$ cat config.mk
export PLATFORM = sky130hd
export DESIGN_NAME = cfgimg_loader
export DESIGN_NICKNAME = d
export VERILOG_FILES = /design/src/hdl/cfgimg_byte_reader.v /design/src/hdl/cfgimg_loader.v
export VERILOG_INCLUDE_DIRS = /design/src /design/src/include
export SDC_FILE = /design/constraint.sdc
export NUM_CORES = 2
export LEC_CHECK = 0
export ABC_AREA = 0
export ABC_CLOCK_PERIOD_IN_PS = 13000
export BUFFER_PORTS_ARGS = -buffer_cell sky130_fd_sc_hd__buf_2
export CAP_MARGIN = 20
export CORE_ASPECT_RATIO = 1.1
export CORE_MARGIN = 2
export CORE_UTILIZATION = 30
export CTS_BUF_LIST = sky130_fd_sc_hd__clkbuf_2
export CTS_CLUSTER_SIZE = 30
export DETAILED_ROUTE_END_ITERATION = 12
export HOLD_SLACK_MARGIN = 0.12
export PLACE_DENSITY = 0.49
export SLEW_MARGIN = 10
export SYNTH_ARGS = -nofsm -noshare
export SYNTH_HDL_FRONTEND = slang
export SYNTH_SLANG_ARGS = --single-unit
$ cat constraint.sdc
create_clock -name sys_clk -period 13 [get_ports sys_clk]
set_input_delay 2.6 -clock sys_clk [delete_from_list [all_inputs] [get_ports sys_clk]]
set_output_delay 2.6 -clock sys_clk [all_outputs]
set_load 0.1 [all_outputs]
$ cat src/include/cfgimg_consts.vh
`ifndef CFGIMG_CONSTS_VH
`define CFGIMG_CONSTS_VH
// image byte offsets
`define CFGIMG_OFS_MARK 9'h000
`define CFGIMG_OFS_ADDR0 9'h001
`define CFGIMG_OFS_ADDR5 9'h006
`define CFGIMG_OFS_WKEN_LO 9'h007
`define CFGIMG_OFS_WKEN_HI 9'h008
`define CFGIMG_OFS_WKPOL_LO 9'h00e
`define CFGIMG_OFS_WKPOL_HI 9'h00f
`define CFGIMG_OFS_FS_POLL 9'h010
`define CFGIMG_OFS_HS_POLL 9'h011
`define CFGIMG_OFS_FLAGS0 9'h013
`define CFGIMG_OFS_FLAGS3_END 9'h022
`define CFGIMG_OFS_LANG_LO 9'h023
`define CFGIMG_OFS_LANG_HI 9'h024
`define CFGIMG_OFS_STR_FIRST 9'h025
`define CFGIMG_OFS_STR_LAST 9'h02e
// programmed indicator value
`define CFGIMG_MARK_VALUE 8'ha5
// descriptor store size in bytes, last address
`define CFGIMG_STORE_LAST 9'h1ff
// defaults kept when the image is absent
`define CFGIMG_DEF_POLL 8'h01
`define CFGIMG_DEF_LANG 16'h0409
`endif

$ cat src/hdl/cfgimg_byte_reader.v
`timescale 1ns/10ps
`include "cfgimg_consts.vh"
// serial memory byte fetcher: one request, one byte answer
module cfgimg_byte_reader (
    // clock and reset
    input wire sys_clk,
    input wire rst_n,
    // request side
    input wire req,
    input wire [8:0] req_addr,
    output wire busy,
    output reg done,
    output reg [7:0] rdata,
    // memory pins
    output reg mem_cs,
    output reg mem_sck,
    output reg mem_di,
    input wire mem_do
);
    // read opcode with start bit, 3 bits then 9 address bits
    localparam [2:0] CFGIMG_OP_READ = 3'b110;
    // two flops before the data pin is read
    reg do_s1;
    reg do_s2;
    reg [20:0] shreg; // outgoing command bits
    reg [5:0] cnt; // half clock phases remaining
    reg [1:0] div; // slows the serial clock
    reg active;
    assign busy = active | req;
    ////////////////////////////////////////////////////////////////
    // pin synchroniser
    always @(posedge sys_clk) begin
        do_s1 <= mem_do;
        do_s2 <= do_s1;
    end
    ////////////////////////////////////////////////////////////////
    // shift engine; 12 command bits then 8 data bits, 2 phases each
    always @(posedge sys_clk) begin
        if (!rst_n) begin
            active <= 1'b0;
            done <= 1'b0;
            rdata <= 8'h00;
            mem_cs <= 1'b0;
            mem_sck <= 1'b0;
            mem_di <= 1'b0;
            shreg <= 21'h00_0000;
            cnt <= 6'h00;
            div <= 2'h0;
        end else begin
            done <= 1'b0;
            div <= div + 2'h1;
            if (!active) begin
                // accept a new fetch only when idle
                if (req) begin
                    active <= 1'b1;
                    mem_cs <= 1'b1;
                    // start bit goes out now, a full phase before the first rise
                    mem_di <= CFGIMG_OP_READ[2];
                    shreg <= {CFGIMG_OP_READ[1:0], req_addr, 10'h000};
                    cnt <= 6'h28;
                    div <= 2'h0;
                end
            end else if (div == 2'h3) begin
                if (cnt == 6'h00) begin
                    // slow edge done; a generous tail wait avoids pin skew
                    active <= 1'b0;
                    mem_cs <= 1'b0;
                    mem_sck <= 1'b0;
                    done <= 1'b1;
                end else begin
                    cnt <= cnt - 6'h01;
                    if (!mem_sck) begin
                        // low phase done: raise the clock on a settled bit
                        mem_sck <= 1'b1;
                    end else begin
                        // high phase done: lower the clock and present the next
                        // bit, so data never moves on the memory's sampling edge;
                        // sample data after 12 bits
                        mem_sck <= 1'b0;
                        mem_di <= shreg[20];
                        shreg <= {shreg[19:0], 1'b0};
                        if (cnt <= 6'h10) begin
                            rdata <= {rdata[6:0], do_s2};
                        end
                    end
                end
            end
        end
    end
endmodule

$ cat src/hdl/cfgimg_loader.v
`timescale 1ns/10ps
`include "cfgimg_consts.vh"
module cfgimg_loader (
    // clock and reset
    input wire sys_clk,
    input wire rst_n,
    // reset requests: system reset pulse and usb bus reset pulse
    input wire sys_load,
    input wire bus_reset_load,
    // serial memory pins
    output wire mem_cs,
    output wire mem_sck,
    output wire mem_di,
    input wire mem_do,
    // loading state
    output reg load_done,
    output reg image_valid,
    output wire usb_connect,
    // loaded settings
    output reg [47:0] station_addr,
    output reg [11:0] gpio_wake_enable_field,
    output reg [11:0] gpio_wake_polarity_field,
    output reg [7:0] fs_poll_interval,
    output reg [7:0] hs_poll_interval,
    output reg [127:0] cfg_flags,
    output reg lang_id_valid,
    output reg [15:0] lang_id,
    // string table: 5 entries of length and byte address
    output reg [39:0] str_len,
    output reg [49:0] str_byte_addr,
    // descriptor store read port
    input wire [8:0] store_addr,
    output reg [7:0] store_data
);
    // one-hot states
    localparam [4:0] ST_IDLE = 5'b00001;
    localparam [4:0] ST_REQ = 5'b00010;
    localparam [4:0] ST_WAIT = 5'b00100;
    localparam [4:0] ST_NEXT = 5'b01000;
    localparam [4:0] ST_END = 5'b10000;
    reg [4:0] state;
    reg [8:0] addr; // image byte being fetched
    reg mac_only; // bus reset pass: stop after address bytes
    reg [7:0] store [0:511]; // descriptor store
    reg [7:0] pend_len; // string length held for its offset byte
    wire rd_done;
    wire [7:0] rd_data;
    wire [8:0] base_len;
    ////////////////////////////////////////////////////////////////
    // word offset to byte address, used for every string entry of nonzero length
    function [9:0] word_to_byte;
        input [7:0] word_ofs;
        begin
            word_to_byte = {1'b0, word_ofs, 1'b0};
        end
    endfunction
    ////////////////////////////////////////////////////////////////
    // byte fetcher
    cfgimg_byte_reader u_reader (
        .sys_clk(sys_clk),
        .rst_n(rst_n),
        .req(state == ST_REQ),
        .req_addr(addr),
        .busy(),
        .done(rd_done),
        .rdata(rd_data),
        .mem_cs(mem_cs),
        .mem_sck(mem_sck),
        .mem_di(mem_di),
        .mem_do(mem_do)
    );
    ////////////////////////////////////////////////////////////////
    // hold disconnect
    assign usb_connect = load_done;
    assign base_len = `CFGIMG_STORE_LAST;
    ////////////////////////////////////////////////////////////////
    // store read port, registered
    always @(posedge sys_clk) begin
        store_data <= store[store_addr];
    end
    ////////////////////////////////////////////////////////////////
    // store write: whole image copied, the object store block and
    // every variable-length item therefore land wherever they sit
    always @(posedge sys_clk) begin
        // no fixed block size
        // the indicator byte is judged in the cycle it arrives, before
        // image_valid can follow it, so it is qualified by its own value
        if (state == ST_WAIT && rd_done && !mac_only &&
            ((addr == `CFGIMG_OFS_MARK) ? (rd_data == `CFGIMG_MARK_VALUE) : image_valid)) begin
            store[addr] <= rd_data;
        end
    end
    ////////////////////////////////////////////////////////////////
    // load sequencer and field capture
    always @(posedge sys_clk) begin
        if (!rst_n) begin
            state <= ST_IDLE;
            addr <= 9'h000;
            mac_only <= 1'b0;
            load_done <= 1'b0;
            image_valid <= 1'b0;
            station_addr <= 48'h0000_0000_0000;
            gpio_wake_enable_field <= 12'h000;
            gpio_wake_polarity_field <= 12'h000;
            fs_poll_interval <= `CFGIMG_DEF_POLL;
            hs_poll_interval <= `CFGIMG_DEF_POLL;
            cfg_flags <= 128'h0;
            lang_id_valid <= 1'b0;
            lang_id <= `CFGIMG_DEF_LANG;
            str_len <= 40'h00_0000_0000;
            str_byte_addr <= 50'h0;
            pend_len <= 8'h00;
        end else begin
            case (state)
                ST_IDLE: begin
                    // system reset wins over a bus reset arriving together
                    if (sys_load) begin
                        mac_only <= 1'b0;
                        load_done <= 1'b0;
                        // a full load starts from the defaults, so a blank image
                        // after a programmed one leaves no stale settings behind
                        image_valid <= 1'b0;
                        station_addr <= 48'h0000_0000_0000;
                        gpio_wake_enable_field <= 12'h000;
                        gpio_wake_polarity_field <= 12'h000;
                        fs_poll_interval <= `CFGIMG_DEF_POLL;
                        hs_poll_interval <= `CFGIMG_DEF_POLL;
                        cfg_flags <= 128'h0;
                        lang_id_valid <= 1'b0;
                        lang_id <= `CFGIMG_DEF_LANG;
                        str_len <= 40'h00_0000_0000;
                        str_byte_addr <= 50'h0;
                        addr <= `CFGIMG_OFS_MARK;
                        state <= ST_REQ;
                    end else if (bus_reset_load && image_valid) begin
                        mac_only <= 1'b1;
                        addr <= `CFGIMG_OFS_ADDR0;
                        state <= ST_REQ;
                    end
                end
                ST_REQ: begin
                    state <= ST_WAIT;
                end
                ST_WAIT: begin
                    if (rd_done) begin
                        state <= ST_NEXT;
                        if (addr == `CFGIMG_OFS_MARK) begin
                            image_valid <= (rd_data == `CFGIMG_MARK_VALUE);
                            if (rd_data != `CFGIMG_MARK_VALUE) begin
                                state <= ST_END;
                            end
                        end else if (addr <= `CFGIMG_OFS_ADDR5) begin
                            station_addr[(addr - 9'h001) * 8 +: 8] <= rd_data;
                        end else if (!mac_only) begin
                            case (addr)
                                `CFGIMG_OFS_WKEN_LO: gpio_wake_enable_field[7:0] <= rd_data;
                                `CFGIMG_OFS_WKEN_HI: gpio_wake_enable_field[11:8] <= rd_data[3:0];
                                `CFGIMG_OFS_WKPOL_LO: gpio_wake_polarity_field[7:0] <= rd_data;
                                `CFGIMG_OFS_WKPOL_HI: begin
                                    gpio_wake_polarity_field[11:8] <= rd_data[3:0];
                                end
                                `CFGIMG_OFS_FS_POLL: fs_poll_interval <= rd_data;
                                `CFGIMG_OFS_HS_POLL: hs_poll_interval <= rd_data;
                                `CFGIMG_OFS_LANG_LO: lang_id[7:0] <= rd_data;
                                `CFGIMG_OFS_LANG_HI: lang_id[15:8] <= rd_data;
                                default: begin
                                    if (addr >= `CFGIMG_OFS_FLAGS0 &&
                                        addr <= `CFGIMG_OFS_FLAGS3_END) begin
                                        cfg_flags[(addr - `CFGIMG_OFS_FLAGS0) * 8 +: 8] <= rd_data;
                                    end else if (addr >= `CFGIMG_OFS_STR_FIRST &&
                                                 addr <= `CFGIMG_OFS_STR_LAST) begin
                                        if (addr[0]) begin
                                            pend_len <= rd_data;
                                        end else begin
                                            str_len[((addr - 9'h026) >> 1) * 8 +: 8] <= pend_len;
                                            str_byte_addr[((addr - 9'h026) >> 1) * 10 +: 10]
                                                <= (pend_len != 8'h00) ?
                                                word_to_byte(rd_data) : 10'h000;
                                        end
                                    end
                                end
                            endcase
                        end
                    end
                end
                ST_NEXT: begin
                    // a bus reset pass stops after the last address octet
                    if ((mac_only && addr == `CFGIMG_OFS_ADDR5) || addr == base_len) begin
                        state <= ST_END;
                    end else begin
                        addr <= addr + 9'h001;
                        state <= ST_REQ;
                    end
                end
                ST_END: begin
                    // language only when some string exists
                    if (!mac_only) begin
                        lang_id_valid <= image_valid && (str_len != 40'h00_0000_0000);
                    end
                    load_done <= 1'b1;
                    state <= ST_IDLE;
                end
                default: begin
                    state <= ST_IDLE;
                end
            endcase
        end
    end
endmodule

==> impl_metrics.py <==
metrics = {
    "placement": {
        "dpl-instance-area_sq_um": 188000,
        "routabilityCongestion": 0.871,
        "port_buffers": 350,
        "dp_slack_ns": 4.29,
        "hpwl_um": 313000,
    },
    "clocking": {
        "clk_pin_slew_worst_paths_ns": 0.11,
        "clk_latency_ns": 2.41,
        "cts_tree": "yes",
        "cts_buffer_depth": 5,
        "htreeDepth": 7,
        "post_cts_resized": 0,
        "post_cts.repair.setup_buffers": 0,
        "root_buffer": "clkbuf_2",
        "cts_made_buffers": 1238,
        "clkSinkCount": 4486,
    },
    "logic_synthesis": {
        "synth_nets": 8826,
        "yosys.area.top_type": "edfxtp_1",
        "synthCells": 8754,
        "syn-cell-area_sq_um": 177000,
        "synthDominantCellAreaShare_pct": 69.6,
        "yosysMostFrequentCell": "edfxtp_1",
        "synth.area.top_cells": "edfxtp_1 70%, mux4_2 17%, dfxtp_1 4.4%, nor2_1 1.7%, clkbuf_1 0.89%",
        "seq_area_frac_synth_pct": 74.0,
        "synthFlopType": "edfxtp_1",
        "synth_cell_types": 97,
        "syn_area_per_cell_sq_um": 20.2,
        "ys_seq_elements": 4486,
        "synth_common_cells": "4096 x edfxtp_1, 1362 x mux4_2, 785 x nor2_1",
        "ys_warn_count": 0,
        "synth_edf_count": 4096,
        "synth-async-reset-ratio_pct": 0,
    },
    "setup_path": {
        "critPathArrivalTime_ns": 11.15,
        "critPathKind": "flip-flop to flip-flop",
        "start_kind": "flip-flop",
        "cp-end-kind": "flip-flop",
        "crit_required_ns": 15.22,
        "worst-path-max-fanout": 19,
    },
    "routing": {
        "dr.pass1.iters": 6,
        "drt_iter0_markers": 8634,
        "avgViaCountPerCell": 5.07,
        "ant_nets": 0,
        "drc": 0,
        "routed-via-count": 93731,
        "wl_per_cell_um": 27.7,
        "routed_wl_um": 512000,
    },
    "global_routing": {
        "grt_max_degree": 215,
        "grt_pass1_wl_um": 725000,
        "grt_pass1_vias": 99074,
        "grt_usage_pct": 17.0,
        "antenna_found_initial": 36,
        "grt_remaining_overflow": 0,
    },
    "final_layout": {
        "layout-drive-gt1-share_pct": 35.3,
        "area_growth_pct": 12.1,
        "nets": 10048,
        "final_util_pct": 33.8,
        "multi_input_area_sq_um": 43800,
        "postLayoutCellArea_sq_um": 198000,
        "seq_area_sq_um": 131000,
        "nFillCells": 55778,
    },
    "floorplanning": {
        "num_io_pins": 351,
        "initial_core_util_pct": 30.1,
        "fp-row-count": 295,
        "core-area_sq_um": 587000,
        "dieArea_sq_um": 595000,
        "die_h_um": 809,
        "die_w_um": 736,
    },
    "timing": {
        "setup_slack_ns": 4.06,
        "setup_violations": 0,
        "slew_headroom_pct": 11.4,
        "hold_violations": 0,
        "finClkSkew_ns": 0.415,
        "maxSlewViolCount": 0,
        "fin_crit_ns": 8.94,
        "rsz0062_at_grt": "no",
        "max_freq_mhz": 112,
        "period_share_pct": 68.7,
        "setup-tns-final_ns": 0,
        "worst_pin_slew_ns": 1.33,
    },
    "hold_path": {
        "hold_path.class": "flip-flop to flip-flop",
    },
    "power": {
        "powerDensity_nw_per_um2": 135,
        "vdd_drop_max_mv": 0.0831,
        "p_leak_nw": 64.3,
    },
    "run": {
        "cap_viol_max_count": 0,
    },
    "status": {
        "outcome": "complete, no violations",
    },
}
-- placed cells by master, fill, tap and decap left out, types with 11 or more instances in the layout --
cell type,Yosys,layout
edfxtp_1,4096,4096
clkbuf_2,0,1745
mux4_2,1362,1362
nor2_1,785,783
dfxtp_1,390,381
buf_2,14,343
nand2_1,317,317
clkinv_1,2,175
buf_4,4,143
a21oi_1,129,128
o21ai_0,100,99
o2bb2ai_1,94,94
nand3_1,99,87
ha_1,57,57
inv_1,51,51
and2_1,48,48
nor3_1,52,45
xnor2_1,44,44
o22ai_1,44,44
o21a_1,42,42
mux2i_1,42,42
nand4_1,40,40
a22o_1,33,33
and3_1,30,30
clkinv_2,0,30
buf_12,0,27
diode_2,0,26
inv_2,1,25
a22oi_1,23,23
nor2b_1,24,22
or3_1,20,20
nor4_1,20,19
o211ai_1,18,18
or2_2,17,15
xor2_1,14,14
nand2b_1,14,13
nand3_4,0,12
a211oi_1,13,12
mux2_2,11,11
-- area by class of cell --
cell class	count	area share, %
flip-flops and latches	4486	66.1
multi-input cells	3674	22.1
well taps	7722	4.88
clock buffers	1745	4.41
repair buffers	522	1.76
clock inverters	242	0.618
inverters	54	0.104
diodes	26	0.0329
-- power by group --
part           switching [mW]  total [mW]  internal [mW]
logic                    1.19        1.80          0.618
clock network            5.74        9.48           3.74
registers              0.0205        15.5           15.5
-- sequential cells by signal, summed over array words and instances, names as in the netlist, 8 cells and up --
register,count
u_reader.shreg,11
station_addr,48
hs_poll_interval,8
store_data,8
pend_len,8
addr,9
lang_id,16
fs_poll_interval,8
gpio_wake_polarity_field,12
store,4096
u_reader.rdata,8
str_byte_addr,50
gpio_wake_enable_field,12
str_len,40
cfg_flags,128
-- metal layers --
layer	GRT usage (%)	up-vias	part of all wire, %
li1	-	39156	-
met1	21.7	49792	41
met2	27.5	3936	49
met3	4.98	843	7.7
met4	5.95	4	2.7
met5	0	-	0.0053
-- stage by stage --
stage | power, mW | hold WS, ns | cells
floorplan | 17.0 | 0.310 | 8754
global placement | 17.7 | 0.320 | 16450
detailed placement | 17.7 | 0.327 | 16451
CTS | 27.2 | 0.252 | 18440
global route | 28.0 | 0.371 | 18465
finish | 26.8 | 0.363 | 18471
-- kinds of logic after synthesis --
logic type      after synthesis  synth area share (%)
flops                      4486                  74.0
simple gates               1530                  3.86
mux                        1415                  17.7
compound gates              609                  2.38
buf+inv                     594                  1.29
xor+xnor                     62                 0.342
fa+ha+maj                    58                 0.415
-- path summary, 6_finish.rpt --
kind,slack [ns],end,startpoint,cells past startpoint
max,4.06,str_byte_addr[30]$_SDFFE_PN0P_,addr[4]$_SDFFE_PN0P_,23
min,0.36,state[3]$_SDFFE_PN0P_,u_reader.done$_SDFF_PN0_,1
max reg2reg,4.06,str_byte_addr[30]$_SDFFE_PN0P_,addr[4]$_SDFFE_PN0P_,23
min reg2reg,0.36,state[3]$_SDFFE_PN0P_,u_reader.done$_SDFF_PN0_,1
-- worst max-delay path, cell delays in order (launching register included) --
cell and delay [ns]:
dfxtp_1 0.85, clkinv_1 0.54, ha_1 0.38, nor2b_1 0.20, xnor2_1 0.44, inv_1 0.21
ha_1 0.35, inv_1 0.06, fa_1 0.45, nand2b_1 0.26, a2111oi_0 0.63, or2_2 0.26
inv_1 0.09, ha_1 0.41, nand2b_1 0.11, nor2_1 0.20, nand3_1 0.11, a211oi_1 0.88
or4b_1 0.51, o41a_1 0.16, nand3_1 0.53, and4_1 0.73, nand4_1 0.30, mux2i_1 0.18
-- timing repair --
| action | in CTS | in global routing |
|---|---|---|
| setup endpoints to repair | 0 | 0 |
| hold endpoints to repair | 2 | 0 |
| hold buffers | 2 | 0 |
Power figures use the tool's default switching activity.
